==> src/pkg/gxp_pkg.sv <==
// constants for the port 2 / port 3 pin and external interrupt block
`default_nettype none

package gxp_pkg;

  // data bus and address pointer widths
  localparam int unsigned DATA_W = 8;
  localparam int unsigned ADDR_W = 8;

  // register offsets on the internal address pointer
  localparam logic [7:0] ADDR_IRQ_PENDING  = 8'h06;
  localparam logic [7:0] ADDR_IRQ_ENABLES  = 8'h07;
  localparam logic [7:0] ADDR_P2_DATA      = 8'h24;
  localparam logic [7:0] ADDR_P2_DIRECTION = 8'h25;
  localparam logic [7:0] ADDR_P2_PULLUP    = 8'h26;
  localparam logic [7:0] ADDR_P2_MODE      = 8'h27;
  localparam logic [7:0] ADDR_P3_DATA      = 8'h28;
  localparam logic [7:0] ADDR_P3_DIRECTION = 8'h29;
  localparam logic [7:0] ADDR_P3_PULLUP    = 8'h2a;
  localparam logic [7:0] ADDR_P3_MODE      = 8'h2b;

  // reset values
  localparam logic [7:0] RST_BYTE = 8'h00;
  localparam logic [3:0] RST_NIB  = 4'h0;
  localparam logic [1:0] RST_TRIG = 2'h0;

  // port 3 registers implement only the low nibble, apart from the counter enable at bit 4 of the mode register
  localparam int unsigned P3_W = 4;

  // external interrupt count and field positions
  localparam int unsigned NUM_IRQ        = 4;
  localparam int unsigned GIE_BIT        = 7;
  localparam int unsigned PDM1_EN_BIT    = 4;
  localparam int unsigned PDM2_EN_BIT    = 5;
  localparam int unsigned PROG_CNT_BIT   = 4;
  localparam int unsigned TRIG_LO_SEL_LSB = 0;
  localparam int unsigned TRIG_HI_SEL_LSB = 2;

  // trigger mode encodings
  localparam logic [1:0] TRIG_FALL = 2'h0;
  localparam logic [1:0] TRIG_RISE = 2'h1;
  localparam logic [1:0] TRIG_ANY0 = 2'h2;
  localparam logic [1:0] TRIG_ANY1 = 2'h3;

  // pin vector layout: which port bit each pin index carries
  localparam int unsigned NUM_PINS = 6;
  localparam int unsigned PIN_P2_0 = 0;
  localparam int unsigned PIN_P2_1 = 1;
  localparam int unsigned PIN_P2_2 = 2;
  localparam int unsigned PIN_P2_5 = 3;
  localparam int unsigned PIN_P3_0 = 4;
  localparam int unsigned PIN_P3_1 = 5;
  localparam int unsigned BIT_0    = 0;
  localparam int unsigned BIT_1    = 1;
  localparam int unsigned BIT_2    = 2;
  localparam int unsigned BIT_5    = 5;

  // input qualification: cycles after reset before edges count
  localparam logic [1:0] PRIME_CYCLES = 2'h3;

endpackage : gxp_pkg

`default_nettype wire

==> src/design/gxp_top.sv <==
// port 2 / port 3 pins with external interrupts and modulator output steering
//
// How it works
// - each pin direction follows its own direction bit: 0 input, 1 output
// - an output pin is driven from its port output latch
// - write strobe with pointer on a data register loads that port latch
// - latch bits keep their value until software writes them again
// - reading a data register returns the pin level of input pins
// - each pin has its own pull-up enable bit
// - an undriven input with pull-up enabled reads as one
// - port 2 bits 1 and 0 are also external interrupt lines one and zero
// - port 3 bits 1 and 0 are also external interrupt lines three and two
// - each external interrupt is gated by its own enable bit
// - trigger field 00 selects falling edge
// - trigger field 01 selects rising edge, 10 and 11 any change
// - port 2 bits 2 and 5 can carry the modulator outputs
// - each modulator enable bit decides if its output drives its pin
`timescale 1ns/10ps
`default_nettype none

module gxp_top
  import gxp_pkg::*;
#(
  parameter int unsigned PINS = gxp_pkg::NUM_PINS
)
(
  // clock, reset and clock enable
  input  wire logic                        CLK_I,
  input  wire logic                        RST_I,
  input  wire logic                        CE_I,
  // internal data bus
  input  wire logic [gxp_pkg::ADDR_W-1:0]  ADDR_I,
  input  wire logic [gxp_pkg::DATA_W-1:0]  WDATA_I,
  input  wire logic                        WR_I,
  input  wire logic                        RD_I,
  output logic      [gxp_pkg::DATA_W-1:0]  RDATA_O,
  // pins: input level, output value, output enable, pull-up enable
  input  wire logic [PINS-1:0]             PIN_IN_I,
  output logic      [PINS-1:0]             PIN_OUT_O,
  output logic      [PINS-1:0]             PIN_OE_O,
  output logic      [PINS-1:0]             PIN_PULLUP_O,
  // modulator outputs from the modulator block
  input  wire logic                        PDM1_I,
  input  wire logic                        PDM2_I,
  // request to the core and side controls
  output logic                             IRQ_O,
  output logic                             PROG_CNT_EN_O
);

  import gxp_pkg::*;

  // register state
  logic [DATA_W-1:0]  p2_data_q;
  logic [DATA_W-1:0]  p2_dir_q;
  logic [DATA_W-1:0]  p2_pu_q;
  logic [DATA_W-1:0]  p2_mode_q;
  logic [P3_W-1:0]    p3_data_q;
  logic [P3_W-1:0]    p3_dir_q;
  logic [P3_W-1:0]    p3_pu_q;
  logic [P3_W-1:0]    p3_mode_q;
  logic               prog_cnt_q;
  logic [NUM_IRQ-1:0] irq_en_q;
  logic               gie_q;
  logic [NUM_IRQ-1:0] pend_q;
  logic [NUM_IRQ-1:0] pend_d;
  logic [DATA_W-1:0]  rdata_q;
  logic [DATA_W-1:0]  rdata_d;

  // write decode
  logic wr_p2_data;
  logic wr_p2_dir;
  logic wr_p2_pu;
  logic wr_p2_mode;
  logic wr_p3_data;
  logic wr_p3_dir;
  logic wr_p3_pu;
  logic wr_p3_mode;
  logic wr_pend;
  logic wr_en;

  // per-pin views
  logic [PINS-1:0]    pin_dir;
  logic [PINS-1:0]    pin_latch;
  logic [PINS-1:0]    pin_pu;
  logic [PINS-1:0]    pin_level;
  logic [PINS-1:0]    pin_event;
  logic [1:0]         pin_mode [PINS];
  logic [PINS-1:0]    pdm_sel;
  logic [PINS-1:0]    pdm_val;
  logic [NUM_IRQ-1:0] irq_event;
  logic [DATA_W-1:0]  p2_view;
  logic [P3_W-1:0]    p3_view;

  // address decode: a write only lands while the pointer selects the register
  assign wr_p2_data = CE_I & WR_I & (ADDR_I == ADDR_P2_DATA);
  assign wr_p2_dir  = CE_I & WR_I & (ADDR_I == ADDR_P2_DIRECTION);
  assign wr_p2_pu   = CE_I & WR_I & (ADDR_I == ADDR_P2_PULLUP);
  assign wr_p2_mode = CE_I & WR_I & (ADDR_I == ADDR_P2_MODE);
  assign wr_p3_data = CE_I & WR_I & (ADDR_I == ADDR_P3_DATA);
  assign wr_p3_dir  = CE_I & WR_I & (ADDR_I == ADDR_P3_DIRECTION);
  assign wr_p3_pu   = CE_I & WR_I & (ADDR_I == ADDR_P3_PULLUP);
  assign wr_p3_mode = CE_I & WR_I & (ADDR_I == ADDR_P3_MODE);
  assign wr_pend    = CE_I & WR_I & (ADDR_I == ADDR_IRQ_PENDING);
  assign wr_en      = CE_I & WR_I & (ADDR_I == ADDR_IRQ_ENABLES);

  // port 2 output latch; content after reset is not to be relied on
  always_ff @(posedge CLK_I)
  begin
    if (RST_I)
      p2_data_q <= RST_BYTE;
    else if (wr_p2_data)
      p2_data_q <= WDATA_I;
  end

  // port 3 output latch, low nibble only
  always_ff @(posedge CLK_I)
  begin
    if (RST_I)
      p3_data_q <= RST_NIB;
    else if (wr_p3_data)
      p3_data_q <= WDATA_I[P3_W-1:0];
  end

  // port 2 direction
  always_ff @(posedge CLK_I)
  begin
    if (RST_I)
      p2_dir_q <= RST_BYTE;
    else if (wr_p2_dir)
      p2_dir_q <= WDATA_I;
  end

  // port 3 direction
  always_ff @(posedge CLK_I)
  begin
    if (RST_I)
      p3_dir_q <= RST_NIB;
    else if (wr_p3_dir)
      p3_dir_q <= WDATA_I[P3_W-1:0];
  end

  // port 2 pull-up enables
  always_ff @(posedge CLK_I)
  begin
    if (RST_I)
      p2_pu_q <= RST_BYTE;
    else if (wr_p2_pu)
      p2_pu_q <= WDATA_I;
  end

  // port 3 pull-up enables
  always_ff @(posedge CLK_I)
  begin
    if (RST_I)
      p3_pu_q <= RST_NIB;
    else if (wr_p3_pu)
      p3_pu_q <= WDATA_I[P3_W-1:0];
  end

  // port 2 mode: trigger fields for lines 0 and 1, modulator enables
  always_ff @(posedge CLK_I)
  begin
    if (RST_I)
      p2_mode_q <= RST_BYTE;
    else if (wr_p2_mode)
      p2_mode_q <= WDATA_I;
  end

  // port 3 mode: trigger fields for lines 2 and 3
  always_ff @(posedge CLK_I)
  begin
    if (RST_I)
      p3_mode_q <= RST_NIB;
    else if (wr_p3_mode)
      p3_mode_q <= WDATA_I[P3_W-1:0];
  end

  // counter enable bit shares the port 3 mode register; only stored and passed out
  always_ff @(posedge CLK_I)
  begin
    if (RST_I)
      prog_cnt_q <= 1'b0;
    else if (wr_p3_mode)
      prog_cnt_q <= WDATA_I[PROG_CNT_BIT];
  end

  // interrupt enables and global enable
  always_ff @(posedge CLK_I)
  begin
    if (RST_I)
    begin
      irq_en_q <= '0;
      gie_q    <= 1'b0;
    end
    else if (wr_en)
    begin
      irq_en_q <= WDATA_I[NUM_IRQ-1:0];
      gie_q    <= WDATA_I[GIE_BIT];
    end
  end

  // map register bits onto the pin vector
  always_comb
  begin
    pin_dir[PIN_P2_0]   = p2_dir_q[BIT_0];
    pin_dir[PIN_P2_1]   = p2_dir_q[BIT_1];
    pin_dir[PIN_P2_2]   = p2_dir_q[BIT_2];
    pin_dir[PIN_P2_5]   = p2_dir_q[BIT_5];
    pin_dir[PIN_P3_0]   = p3_dir_q[BIT_0];
    pin_dir[PIN_P3_1]   = p3_dir_q[BIT_1];
    pin_latch[PIN_P2_0] = p2_data_q[BIT_0];
    pin_latch[PIN_P2_1] = p2_data_q[BIT_1];
    pin_latch[PIN_P2_2] = p2_data_q[BIT_2];
    pin_latch[PIN_P2_5] = p2_data_q[BIT_5];
    pin_latch[PIN_P3_0] = p3_data_q[BIT_0];
    pin_latch[PIN_P3_1] = p3_data_q[BIT_1];
    pin_pu[PIN_P2_0]    = p2_pu_q[BIT_0];
    pin_pu[PIN_P2_1]    = p2_pu_q[BIT_1];
    pin_pu[PIN_P2_2]    = p2_pu_q[BIT_2];
    pin_pu[PIN_P2_5]    = p2_pu_q[BIT_5];
    pin_pu[PIN_P3_0]    = p3_pu_q[BIT_0];
    pin_pu[PIN_P3_1]    = p3_pu_q[BIT_1];
  end

  // trigger fields; pins without an interrupt line keep falling mode, event unused
  always_comb
  begin
    pin_mode[PIN_P2_0] = p2_mode_q[TRIG_LO_SEL_LSB +: 2];
    pin_mode[PIN_P2_1] = p2_mode_q[TRIG_HI_SEL_LSB +: 2];
    pin_mode[PIN_P2_2] = TRIG_FALL;
    pin_mode[PIN_P2_5] = TRIG_FALL;
    pin_mode[PIN_P3_0] = p3_mode_q[TRIG_LO_SEL_LSB +: 2];
    pin_mode[PIN_P3_1] = p3_mode_q[TRIG_HI_SEL_LSB +: 2];
  end

  // modulator steering: only port 2 bits 2 and 5 can be taken over
  always_comb
  begin
    pdm_sel           = '0;
    pdm_val           = '0;
    pdm_sel[PIN_P2_2] = p2_mode_q[PDM1_EN_BIT];
    pdm_sel[PIN_P2_5] = p2_mode_q[PDM2_EN_BIT];
    pdm_val[PIN_P2_2] = PDM1_I;
    pdm_val[PIN_P2_5] = PDM2_I;
  end

  // per-pin input path and pad controls
  genvar g;
  generate
    for (g = 0; g < PINS; g++)
    begin : g_pin
      gxp_pin_in u_in (
        .clk_i   (CLK_I),
        .rst_i   (RST_I),
        .ce_i    (CE_I),
        .pin_i   (PIN_IN_I[g]),
        .mode_i  (pin_mode[g]),
        .level_o (pin_level[g]),
        .event_o (pin_event[g])
      );

      // the pad resolves the pulled-up level; we only switch the resistor
      assign PIN_PULLUP_O[g] = pin_pu[g];
      // modulator wins over the latch and forces the driver on
      assign PIN_OE_O[g]     = pin_dir[g] | pdm_sel[g];
      assign PIN_OUT_O[g]    = pdm_sel[g] ? pdm_val[g] : pin_latch[g];
    end
  endgenerate

  // interrupt line order: lines 0,1 on port 2, lines 2,3 on port 3
  assign irq_event = {pin_event[PIN_P3_1], pin_event[PIN_P3_0],
                      pin_event[PIN_P2_1], pin_event[PIN_P2_0]};

  // pending flags: write 0 clears, write 1 keeps; a new event beats the clear
  always_comb
  begin
    pend_d = pend_q;
    if (wr_pend)
      pend_d = pend_q & WDATA_I[NUM_IRQ-1:0];
    pend_d = pend_d | irq_event;
  end

  always_ff @(posedge CLK_I)
  begin
    if (RST_I)
      pend_q <= '0;
    else if (CE_I)
      pend_q <= pend_d;
  end

  // flags latch even when masked, so enabling later raises a request at once
  assign IRQ_O         = gie_q & |(pend_q & irq_en_q);
  assign PROG_CNT_EN_O = prog_cnt_q;

  // data read view: input pins and modulator-driven pins show their synchronised level, other outputs the latch
  always_comb
  begin
    p2_view = p2_data_q;
    p3_view = p3_data_q;
    if (!p2_dir_q[BIT_0])
      p2_view[BIT_0] = pin_level[PIN_P2_0];
    if (!p2_dir_q[BIT_1])
      p2_view[BIT_1] = pin_level[PIN_P2_1];
    if (!p2_dir_q[BIT_2] || p2_mode_q[PDM1_EN_BIT])
      p2_view[BIT_2] = pin_level[PIN_P2_2];
    if (!p2_dir_q[BIT_5] || p2_mode_q[PDM2_EN_BIT])
      p2_view[BIT_5] = pin_level[PIN_P2_5];
    if (!p3_dir_q[BIT_0])
      p3_view[BIT_0] = pin_level[PIN_P3_0];
    if (!p3_dir_q[BIT_1])
      p3_view[BIT_1] = pin_level[PIN_P3_1];
  end

  // read mux; unmapped pointer values and unimplemented bits read zero
  always_comb
  begin
    rdata_d = RST_BYTE;
    unique case (ADDR_I)
      ADDR_IRQ_PENDING:  rdata_d[NUM_IRQ-1:0] = pend_q;
      ADDR_IRQ_ENABLES:
      begin
        rdata_d[NUM_IRQ-1:0] = irq_en_q;
        rdata_d[GIE_BIT]     = gie_q;
      end
      ADDR_P2_DATA:      rdata_d = p2_view;
      ADDR_P2_DIRECTION: rdata_d = p2_dir_q;
      ADDR_P2_PULLUP:    rdata_d = p2_pu_q;
      ADDR_P2_MODE:      rdata_d = p2_mode_q;
      ADDR_P3_DATA:      rdata_d[P3_W-1:0] = p3_view;
      ADDR_P3_DIRECTION: rdata_d[P3_W-1:0] = p3_dir_q;
      ADDR_P3_PULLUP:    rdata_d[P3_W-1:0] = p3_pu_q;
      ADDR_P3_MODE:
      begin
        rdata_d[P3_W-1:0]    = p3_mode_q;
        rdata_d[PROG_CNT_BIT] = prog_cnt_q;
      end
      default:           rdata_d = RST_BYTE;
    endcase
  end

  // read data is registered; it holds until the next read strobe
  always_ff @(posedge CLK_I)
  begin
    if (RST_I)
      rdata_q <= RST_BYTE;
    else if (CE_I && RD_I)
      rdata_q <= rdata_d;
  end

  assign RDATA_O = rdata_q;

endmodule : gxp_top

`default_nettype wire

==> src/design/gxp_pin_in.sv <==
// input synchroniser and trigger-mode edge detector for one pin
`timescale 1ns/10ps
`default_nettype none

module gxp_pin_in
  import gxp_pkg::*;
(
  // clock, reset, enable
  input  wire logic       clk_i,
  input  wire logic       rst_i,
  input  wire logic       ce_i,
  // pin and trigger selection
  input  wire logic       pin_i,
  input  wire logic [1:0] mode_i,
  // synchronised level and one-cycle event
  output logic            level_o,
  output logic            event_o
);

  logic       sync1_q;
  logic       sync2_q;
  logic       prev_q;
  logic [1:0] prime_q;
  logic       rise;
  logic       fall;

  // two-flop synchroniser; sync1_q feeds sync2_q only
  always_ff @(posedge clk_i)
  begin
    if (rst_i)
    begin
      sync1_q <= 1'b0;
      sync2_q <= 1'b0;
    end
    else if (ce_i)
    begin
      sync1_q <= pin_i;
      sync2_q <= sync1_q;
    end
  end

  // previous synchronised level for edge compare
  always_ff @(posedge clk_i)
  begin
    if (rst_i)
      prev_q <= 1'b0;
    else if (ce_i)
      prev_q <= sync2_q;
  end

  // hold off edges until the chain holds real pin data, avoiding a false edge at release
  always_ff @(posedge clk_i)
  begin
    if (rst_i)
      prime_q <= 2'h0;
    else if (ce_i && prime_q != PRIME_CYCLES)
      prime_q <= prime_q + 2'h1;
  end

  assign rise    = sync2_q & ~prev_q;
  assign fall    = ~sync2_q & prev_q;
  assign level_o = sync2_q;

  // trigger selection; one event per synchronised edge
  always_comb
  begin
    event_o = 1'b0;
    if (ce_i && prime_q == PRIME_CYCLES)
    begin
      unique case (mode_i)
        TRIG_FALL: event_o = fall;
        TRIG_RISE: event_o = rise;
        TRIG_ANY0: event_o = rise | fall;
        TRIG_ANY1: event_o = rise | fall;
      endcase
    end
  end

endmodule : gxp_pin_in

`default_nettype wire

==> config.mk <==
export PLATFORM = sky130hd
export DESIGN_NAME = gxp_top
export DESIGN_NICKNAME = d
export VERILOG_FILES = /design/src/pkg/gxp_pkg.sv /design/src/design/gxp_top.sv /design/src/design/gxp_pin_in.sv
export SDC_FILE = /design/constraint.sdc
export NUM_CORES = 1
export LEC_CHECK = 0
export BUFFER_PORTS_ARGS = -buffer_cell sky130_fd_sc_hd__buf_2
export CAP_MARGIN = 20
export CORE_MARGIN = 2
export CORE_UTILIZATION = 35
export CTS_CLUSTER_DIAMETER = 60
export CTS_CLUSTER_SIZE = 40
export DETAILED_ROUTE_END_ITERATION = 16
export PLACE_DENSITY = 0.51
export SYNTH_ARGS = -nofsm -noshare
export SYNTH_HDL_FRONTEND = slang
export SYNTH_SLANG_ARGS = --single-unit
==> constraint.sdc <==
create_clock -name CLK_I -period 2.3 [get_ports CLK_I]
set_input_delay 0 -clock CLK_I [delete_from_list [all_inputs] [get_ports CLK_I]]
set_output_delay 0 -clock CLK_I [all_outputs]
set_load 0.05 [all_outputs]
==> summary.txt, run 1 <==
Status
  – Status: finished, final reports clean

Synth
  – Seq/Total Area, Yosys: 0.414
  – Simple-Gate Fraction of Synth Area: 0.183
  – Synth Area in Compound Gates: 0.138
  – Post-synth top area share: 0.414
  – Most frequent cells after synthesis: dfxtp_1 (90), nand2_1 (60), a21oi_1 (52)
  – Avg Cell Area, Syn: 8.77 um2
  – Most common cell in the netlist: dfxtp_1
  – Warnings from Yosys: 0
  – Yosys reg bits: 90
  – Most used DFF post-synth: dfxtp_1
  – Main combinational cell family by area after synthesis: simple AND/OR/NAND/NOR gates
  – EDFF count, synth: 0
  – Cell taking the most area after synthesis: dfxtp_1
  – Asr flop ratio synth: 0
  – Synth Instances: slightly below 500
  – Synth area leaders: dfxtp_1 (41%), mux2i_1 (8.7%), a21oi_1 (6.0%)
  – Syn nets: between 500 and 600
  – Mux cell area share after synthesis: 0.150
  – Yosys cell types: 48
  – Adder-Cell Fraction of Synth Area: 0.0345
  – Cell Area, Synth: about 4400 um2
  – Synth Area in XOR/XNOR: 0.00805

STA
  – Final Setup Violations: 0
  – Max Slew Vio Count: 0
  – Worst hold slack: 0.0420 ns
  – Final hold viol count: 0
  – Fmax: between 600 and 700 MHz
  – Worst slew margin: 0.528
  – Least-Margin Pin Slew: just over 0.7 ns
  – Tcrit/Tclk final: 0.692
  – Skew final: approximately 0.0053 ns
  – Setup_tns: 0 ns
  – Fin crit period: ~1.6 ns
  – RSZ-0062 raised after global routing: false

Finish
  – Nets: 580
  – Fin util: 0.422
  – Layout cell share with drive strength beyond 1: 0.205
  – Ant. Diodes: 0
  – Area delta synth->final: 16.8%
  – Fillcell total: between 1000 and 1500
  – Post-route cell area: 5080 um2

Critical path
  – Worst path required time: approximately 2.5 ns
  – R2R setup slack: between 0.7 and 0.8 ns
  – Crit path cell chain: nor2b_1 > mux2_2 > mux4_2 > nand3_1 > a21oi_1
  – Reg-to-Reg Start: p2_dir_q[5]
  – Delay of the slowest critical-path stage: between 0.4 and 0.5 ns
  – Startpoint Class: flip-flop
  – Critical Path AT: 1.80 ns
  – Setup crit end: RDATA_O[5]
  – CP startpoint: p2_dir_q[5]
  – Setup CP Type: reg2reg
  – Cell depth of the worst setup path: 5
  – Crit end category: flip-flop
  – Cell family with the largest share of critical-path delay: multiplexers
  – Worst-path fanout max: 4
  – Worst-case reg-to-reg path depth: 5
  – Worst path slowest cell: mux4_2
  – WP buf/inv: 0
  – Worst r2r dst: RDATA_O[5]

Detailed routing
  – WL final: approximately 12000 um
  – First-pass DRT Iterations: 4
  – Via density: roughly 5.2
  – 1st-iter DRT viols: roughly 240
  – Post-DRT Antenna Nets: 0
  – Drt wl/cell: 17.3 um
  – Vias: 3699
  – Drc violations: 0

Run
  – Max-Cap Viols: 0

CTS
  – Clk_lat worst skew: around 0.35 ns
  – Htree depth: 3
  – CTS root buf: clkbuf_16
  – Clock sinks: 90
  – Clock transition at path regs: around 0.060 ns
  – CTS tree: done
  – Max Root-Sink Buffers: 2
  – Setup Buffers After CTS: 0
  – Cts bufs inserted: 9

Global route
  – First-pass GRT wire length: 19400 um
  – Largest net degree at the start of global routing: 36
  – Initial antenna violation count: 0
  – Vias in the first global route: 3560
  – Gr ovfl total: 0
  – GRT Total Usage: 0.193

Floorplanning
  – Die width: approximately 120 um
  – Core ar.: between 10000 and 15000 um2
  – Initial Utilization: 0.361
  – Number of placed I/O pins: 57
  – Die Span Y: 116 um
  – Row Count: 40
  – Die ar.: 13300 um2

Power and ir drop
  – Internal: ~2.5 mW
  – Switching part of the total: 0.241
  – Leak: approximately 2.0 nW
  – VDD IR-drop max: about 0.00035 V
  – PwrDens: around 650 nW/um2
  – Sequential power share: 0.484
  – Power share of the combinational group: 0.083
  – Net Sw Power: roughly 0.80 mW
  – Clock power share: 0.433

Placement
  – IO Port Bufs: between 50 and 60
  – Hpwl dp: 8610 um
  – Routability cong.: around 0.84
  – DP Area: 4690 um2

Min path
  – Hold Crit Class: in2reg
==> worst min-delay path by stage <==
| stage | start | to | slack (ns) | depth (start not counted) |
|---|---|---|---|---|
| after floorplan | WDATA_I[4] | p2_mode_q[4] | 0.14 | 2 |
| after global placement | PIN_IN_I[0] | g_pin[0].u_in.sync1_q | 0.24 | 3 |
| after detailed placement | PIN_IN_I[0] | g_pin[0].u_in.sync1_q | 0.24 | 3 |
| after CTS | WDATA_I[3] | p3_mode_q[3] | 0.03 | 3 |
| after global routing | WDATA_I[3] | p2_mode_q[3] | 0.05 | 3 |
| final | WDATA_I[3] | p2_mode_q[3] | 0.04 | 3 |
==> stage by stage <==
| stage | instances | total power [mW] | setup WS (ns) |
|---|---|---|---|
| after floorplan | 496 | 1.81 | 0.750 |
| after global placement | 685 | 1.90 | 0.486 |
| after detailed placement | 685 | 1.91 | 0.441 |
| after CTS | 710 | 3.36 | 0.695 |
| after global routing | 710 | 3.46 | 0.611 |
| final | 710 | 3.32 | 0.708 |
==> metal layers <==
layer / share of wire / track usage / vias to the layer above
met5: 0 / 0 / -
met1: 0.45 / 0.257 / 1774
li1: - / - / 1806
met3: 0.074 / 0.0439 / 11
met2: 0.46 / 0.309 / 108
met4: 0.015 / 0.0675 / 0
==> logic make-up (layout without fill, tap and decap cells) <==
logic type,after synthesis,count (layout)
flip-flops,90,90
AND/OR/NAND/NOR,168,168
AO/OA/AOI/OAI,106,106
XOR/XNOR,4,4
multiplexers,55,55
adder cells (fa/ha/maj),12,12
buffers and inverters,61,107
==> cell type report <==
class / count / area [um2] / area share
timing repair buffer: 83 / 523 / 0.103
clock inverter: 5 / 56.3 / 0.0111
inverter: 10 / 37.5 / 0.00738
tap: 168 / 210 / 0.0413
sequential: 90 / 1800 / 0.354
multi-input combinational: 345 / 2230 / 0.439
clock buffer: 9 / 225 / 0.0443
==> power by group through the flow <==
| stage | combinational, mW | sequential [mW] | clock, mW |
|---|---|---|---|
| detailed placement | 0.262 | 1.65 | 0 |
| finish | 0.275 | 1.61 | 1.44 |
| floorplan | 0.162 | 1.65 | 0 |
| CTS | 0.277 | 1.61 | 1.47 |
| global placement | 0.256 | 1.64 | 0 |
| global route | 0.300 | 1.61 | 1.54 |
==> flip-flops by register name (all words and copies together), names as in the netlist, 6 cells and up <==
name                flops
RDATA_O                 8
g_pin.u_in.level_o      6
g_pin.u_in.prime_q      8
g_pin.u_in.sync1_q      6
p2_data_q               8
p2_dir_q                8
p2_mode_q               8
p2_pu_q                 8
==> layout by cell type, fill, tap and decap left out, types with 7 or more instances in the layout <==
cell | Yosys | final
a21oi_1 | 52 | 52
buf_2 | 11 | 56
buf_4 | 20 | 15
clkbuf_16 | 0 | 9
dfxtp_1 | 90 | 90
dlygate4sd3_1 | 0 | 11
ha_1 | 12 | 12
inv_1 | 10 | 10
mux2_2 | 10 | 10
mux2i_1 | 38 | 38
mux4_2 | 7 | 7
nand2_1 | 60 | 60
nand3_1 | 30 | 30
nor2_1 | 48 | 48
nor2b_1 | 7 | 7
o21ai_0 | 30 | 30
==> tightest hold or removal path, stage by stage <==
cell and delay [ns]:
buf_2 0.19, nand2_1 0.09, a21oi_1 0.05
==> what timing repair did <==
action	in CTS	in global routing
endpoints found under the setup margin	0	0
endpoints found under the hold margin	22	0
hold buffers	11	0
gates resized for setup	0	0
No activity file was read; power rests on OpenSTA's default activity.
==> inputs of run 2 (changes only) <==
- ABC_AREA: unset -> 1
- clock period: 2.3 -> 1.54 ns (I/O delays scaled with it)
==> summary.txt, run 2 <==
Placement
  – Routability cong.: 0.921 (+9.2%)
  – IO Port Bufs: 56 (unchanged)
  – Hpwl dp: 8380 um (-2.7%)

Critical path
  – Startpoint Class: flip-flop
  – Cell family with the largest share of critical-path delay: flip-flops
  – Crit path cell chain: nand2_1 > a41oi_1 > buf_2
  – WP buf/inv: 1 (+1)
  – Worst-path fanout max: 3 (-1)
  – Worst path slowest cell: dfxtp_1
  – Worst path required time: 1.54 ns (-0.97 ns)
  – Critical Path AT: 1.37 ns (-0.43 ns)
  – Crit end category: output port
  – Setup CP Type: reg2out
  – Delay of the slowest critical-path stage: 0.38 ns (-0.07 ns)

STA
  – Fin crit period: roughly 1.4 ns
  – Tcrit/Tclk final: 0.890
  – Setup_tns: 0 ns (unchanged)
  – Final Setup Violations: 0 (unchanged)
  – Fmax: 730 MHz
  – RSZ-0062 raised after global routing: false
  – Final hold viol count: 0 (unchanged)
  – Worst slew margin: 0.736 (+0.208)
  – Skew final: 0.00746 ns (+0.00211 ns)
  – Max Slew Vio Count: 0 (unchanged)
  – Least-Margin Pin Slew: 0.395 ns (-0.314 ns)

Synth
  – Avg Cell Area, Syn: 7.21 um2 (-18%)
  – Synth Instances: 599 (+21%)
  – Cell Area, Synth: 4320 um2 (-0.78%)
  – Asr flop ratio synth: 0 (unchanged)
  – Warnings from Yosys: 0 (unchanged)
  – Seq/Total Area, Yosys: 0.417 (+0.00324)
  – EDFF count, synth: 0 (unchanged)
  – Synth area leaders: dfxtp_1 (42%), a21oi_1 (9.2%), o21ai_0 (9.0%)
  – Yosys cell types: 26 (-46%)
  – Syn nets: 640 (+19%)
  – Cell taking the most area after synthesis: dfxtp_1
  – Post-synth top area share: 0.417 (+0.00324)
  – Yosys reg bits: 90 (unchanged)
  – Most common cell in the netlist: dfxtp_1
  – Most used DFF post-synth: dfxtp_1
  – Most frequent cells after synthesis: dfxtp_1 (90), a21oi_1 (79), o21ai_0 (78)

Finish
  – Most frequent cells in the layout: dfxtp_1 (90), a21oi_1 (79), o21ai_0 (78)
  – Layout cell share with drive strength beyond 1: 0.169 (-0.0358)
  – Commonest non-fill, non-tap cell in the layout: dfxtp_1
  – Nets: 687 (+18%)
  – Area delta synth->final: 16.1%
  – Fin util: 0.417 (-0.00418)
  – Ant. Diodes: 0 (unchanged)

Floorplanning
  – Row Count: 40 (unchanged)
  – Core ar.: 12000 um2 (-0.42%)
  – Number of placed I/O pins: 57 (unchanged)
  – Initial Utilization: 0.359 (-0.00131)
  – Die width: 115 um (-0.38%)
  – Die Span Y: 115 um (-0.38%)
  – Die ar.: 13200 um2 (-0.75%)

CTS
  – CTS root buf: clkbuf_16
  – Cts-stage hold buffer count: 8 (-3)
  – Post-CTS sizing: 0 (unchanged)
  – Cts bufs inserted: 9 (unchanged)
  – Clk_lat worst skew: 0.35 ns (about the same)
  – Max Root-Sink Buffers: 2 (unchanged)
  – Htree depth: 3 (unchanged)
  – CTS tree: done
  – Clock sinks: 90 (unchanged)
  – Clock transition at path regs: 0.07 ns (about the same)
  – Setup Buffers After CTS: 0 (unchanged)

Detailed routing
  – Drt wl/cell: 14.5 um (-16%)
  – Post-DRT Antenna Nets: 0 (unchanged)
  – Vias: 3983 (+7.7%)
  – 1st-iter DRT viols: 267 (+9.4%)
  – Drc violations: 0 (unchanged)
  – WL final: 11600 um (-6.0%)
  – Via density: 4.99 (-4.2%)
  – First-pass DRT Iterations: 5 (+1)

Power and ir drop
  – PwrDens: 992 nW/um2 (+52%)
  – PnR Total Power: 4.98 mW (+50%)
  – VDD IR-drop max: 0.000443 V (+26%)
  – Leak: 2.05 nW (+4.1%)

Global route
  – GRT Total Usage: 0.181 (-0.0126)
  – Vias in the first global route: 3586 (+0.73%)
  – Gr ovfl total: 0 (unchanged)
  – Initial antenna violation count: 0 (unchanged)
  – Largest net degree at the start of global routing: 69 (+92%)
  – First-pass GRT wire length: 18500 um (-4.4%)

Status
  – Status: finished, final reports clean

Min path
  – Hold Crit Class: in2reg

Run
  – Max-Cap Viols: 0 (unchanged)
run 2: changes by cell type after synthesis, sizes merged, moves of 8 or more:
cell,before,now
nand3,30,59
mux2i,38,2
mux2,10,0
o21ai,32,90
inv,10,75
a21oi,52,79
buf,31,23
nand2,60,86
run 2: through the flow:
stage | std cells | setup WS (ns) | hold WS, ns | cell area (um2)
after global placement | 774 | 0.171 | 0.225 | 4650
final | 798 | 0.170 | 0.00510 | 5010
after global routing | 798 | 0.131 | 0.0246 | 5010
after CTS | 798 | 0.192 | 0.000930 | 5010
after detailed placement | 774 | 0.105 | 0.226 | 4650
after floorplan | 599 | 0.103 | 0.0691 | 4320
run 2: logic make-up after synthesis:
family	synth area share
compound gates	0.205
mux	0.00464
buf+inv	0.122
flops	0.417
fa+ha+maj	0.0348
simple gates	0.216
run 2: where the power goes:
part	total, mW	internal [mW]	switching [mW]
combinational	0.407	0.139	0.268
sequential	2.41	2.38	0.0279
clock	2.16	1.13	1.03
run 2: worst min-delay path, delay by kind of cell:
kind | cells | cell delay [ns]
AO/OA/AOI/OAI | 1 | 0.06
buffers and inverters | 1 | 0.15
AND/OR/NAND/NOR | 1 | 0.09
run 2: final cells by class:
type,instances,area (um2)
Sequential cell,90,1800
Fill cell,1269,7000
Inverter,77,290
Clock inverter,7,61.3
Multi-Input combinational cell,392,1990
Clock buffer,9,225
Timing Repair Buffer,76,463
Tap cell,147,184
run 2: layer usage:
metal | vias up | wire length [um] | global-route usage
li1 | 2058 | - | -
met1 | 1814 | 5730 | 0.254
met5 | - | 0 | 0
met3 | 10 | 537 | 0.0279
met2 | 101 | 5150 | 0.282
met4 | 0 | 150 | 0.0651
run 2: worst paths after layout:
| check | to | cells past startpoint | slack [ns] | from |
|---|---|---|---|---|
| worst max register to register | RDATA_O[5] | 7 | 0.24 | p2_mode_q[5] |
| worst min register to register | p3_data_q[2] | 2 | 0.45 | p3_data_q[2] |
| worst min-delay path | p2_pu_q[4] | 3 | 0.005 | WDATA_I[4] |
| worst max-delay path | IRQ_O | 3 | 0.17 | pend_q[3] |
==> inputs of run 3 (changes only) <==
- GPL_ROUTABILITY_DRIVEN: unset -> 0
- SETUP_SLACK_MARGIN: unset -> 0.3
==> summary.txt, run 3 (synthesized netlist as in run 2, its figures left out) <==
Status
  – Status: finished, final reports clean

CTS
  – Clock sinks: 90 (unchanged)
  – Clock transition at path regs: 0.06 ns (about the same)
  – CTS tree: done
  – Clk_lat worst skew: 0.34 ns (about the same)
  – Max Root-Sink Buffers: 2 (unchanged)
  – Htree depth: 3 (unchanged)
  – CTS root buf: clkbuf_16
  – Cts bufs inserted: 9 (unchanged)

STA
  – Setup_tns: 0 ns (unchanged)
  – Fmax: 835 MHz (+14%)
  – Slack of the critical path: 0.342 ns (+0.172 ns)
  – Max Slew Vio Count: 0 (unchanged)
  – Worst hold slack: 0.0190 ns (+0.0139 ns)
  – Least-Margin Pin Slew: 0.443 ns (+0.0486 ns)
  – Worst slew margin: 0.704 (-0.0321)
  – Fin crit period: 1.20 ns (-0.172 ns)
  – Final hold viol count: 0 (unchanged)
  – Tcrit/Tclk final: 0.778 (-0.112)
  – Skew final: 0.00631 ns (-0.00115 ns)
  – Final Setup Violations: 0 (unchanged)
  – RSZ-0062 raised after global routing: true

Critical path
  – Crit end category: output port
  – Setup CP Type: reg2out
  – Worst path required time: 1.54 ns (about the same)
  – Worst path slowest cell: dfxtp_2
  – Worst-path fanout max: 2 (-1)
  – Critical Path AT: 1.20 ns (-0.17 ns)
  – Startpoint Class: flip-flop
  – Delay of the slowest critical-path stage: 0.33 ns (-0.05 ns)
  – Crit path cell chain: buf_4 > o21ai_1 > buf_2

Power and ir drop
  – Net Sw Power: 1.21 mW (-8.6%)
  – Sequential power share: 0.462 (-0.022)
  – Internal: 3.99 mW (+9.5%)
  – Switching part of the total: 0.233 (-0.0337)
  – Power share of the combinational group: 0.080 (-0.002)
  – Clock power share: 0.458 (+0.024)
  – VDD IR-drop max: 0.000711 V (+61%)
  – PwrDens: 1010 nW/um2 (+2.0%)
  – Leak: 2.10 nW (+2.6%)

Finish
  – Nets: 692 (+0.73%)
  – Ant. Diodes: 0 (unchanged)
  – Register area: 1810 um2 (+0.49%)
  – Fin util: 0.428 (+0.0108)
  – Commonest non-fill, non-tap cell in the layout: dfxtp_1
  – Non-Filler Instances: 803 (+0.63%)
  – Area of the multi-input gates: 2010 um2 (+1.1%)
  – Layout cell share with drive strength beyond 1: 0.201 (+0.0322)
  – Area delta synth->final: 19.1%
  – Fillcell total: 1293 (+1.9%)
  – Most frequent cells in the layout: dfxtp_1 (85), a21oi_1 (79), nand2_1 (75)

Global route
  – First-pass GRT wire length: 19100 um (+3.3%)
  – Vias in the first global route: 3670 (+2.3%)
  – GRT Total Usage: 0.186 (+0.00542)
  – Largest net degree at the start of global routing: 69 (unchanged)
  – Gr ovfl total: 0 (unchanged)
  – Initial antenna violation count: 0 (unchanged)

Detailed routing
  – Drt wl/cell: 14.7 um (+1.4%)
  – WL final: 11800 um (+2.0%)
  – 1st-iter DRT viols: 301 (+13%)
  – First-pass DRT Iterations: 5 (unchanged)
  – Vias: 3941 (-1.1%)
  – Drc violations: 0 (unchanged)
  – Post-DRT Antenna Nets: 0 (unchanged)
  – Via density: 4.91 (-1.7%)

Floorplanning
  – Row Count: 40 (unchanged)
  – Initial Utilization: 0.359 (unchanged)
  – Number of placed I/O pins: 57 (unchanged)
  – Core ar.: 12000 um2 (unchanged)
  – Die ar.: 13200 um2 (unchanged)
  – Die width: 115 um (unchanged)
  – Die Span Y: 115 um (unchanged)

Placement
  – Dpl ws: 0.114 ns (+0.00934 ns)
  – Placed Instances: 777 (+0.39%)
  – Hpwl dp: 8660 um (+3.4%)
  – IO Port Bufs: 56 (unchanged)

Run
  – Max-Cap Viols: 0 (unchanged)

Min path
  – Hold Crit Class: in2reg
==> run 3: changes by cell type in the layout (fill, tap and decap cells not counted), moves of 4 or more <==
cell / change
buf_4: +4
dfxtp_1: -5
dfxtp_2: +4
inv_1: -6
inv_2: +6
o21ai_0: -5
o21ai_1: +5
==> run 3: area by class of cell <==
class | instances | area share
clock buffers | 10 | 0.0465
repair buffers | 81 | 0.101
flip-flops and latches | 90 | 0.352
multi-input cells | 392 | 0.391
well taps | 147 | 0.0358
inverters | 77 | 0.0564
clock inverters | 6 | 0.0175
==> run 3: critical path: cells and delay by family, from the launching register on <==
kind | cells | cell delay, ns
DFF | 1 | 0.33
buffers and inverters | 2 | 0.41
AOI/OAI and AO/OA | 1 | 0.12
==> run 3: stage by stage <==
step,area [um2],power (mW)
after detailed placement,4690,2.86
after global routing,5140,5.41
after CTS,5110,5.26
final,5140,5.21
after global placement,4690,2.85
after floorplan,4330,2.71
==> run 3: power by group through the flow <==
stage	sequential, mW	clock [mW]	combinational [mW]
final	2.41	2.38	0.416
after global routing	2.41	2.52	0.474
after CTS	2.41	2.43	0.419
after detailed placement	2.46	0	0.401
after global placement	2.46	0	0.391
after floorplan	2.46	0	0.243
==> run 3: repair_timing <==
| item | in CTS | in global routing |
|---|---|---|
| hold endpoints to repair | 13 | 0 |
| endpoints found under the setup margin | 3 | 6 |
| hold buffers | 8 | 0 |
| gates resized for setup | 4 | 18 |
| pin swaps | 0 | 3 |
| setup buffers | 1 | 1 |
==> run 3: worst paths after layout <==
path                  endpoint  slack (ns)  cells past startpoint         start
setup / recovery  PIN_OUT_O[2]        0.34                      3  p2_mode_q[4]
hold reg to reg     p3_pu_q[2]        0.45                      2    p3_pu_q[2]
hold / removal      p2_pu_q[4]        0.02                      3    WDATA_I[4]
setup reg to reg    RDATA_O[2]        0.39                     10  p2_mode_q[4]
==> run 3: metal layers <==
| metal | GRT usage | part of all wire | up-vias |
|---|---|---|---|
| li1 | - | - | 2067 |
| met1 | 0.259 | 0.49 | 1760 |
| met2 | 0.284 | 0.44 | 102 |
| met3 | 0.0469 | 0.056 | 12 |
| met4 | 0.0578 | 0.015 | 0 |
| met5 | 0 | 0 | - |
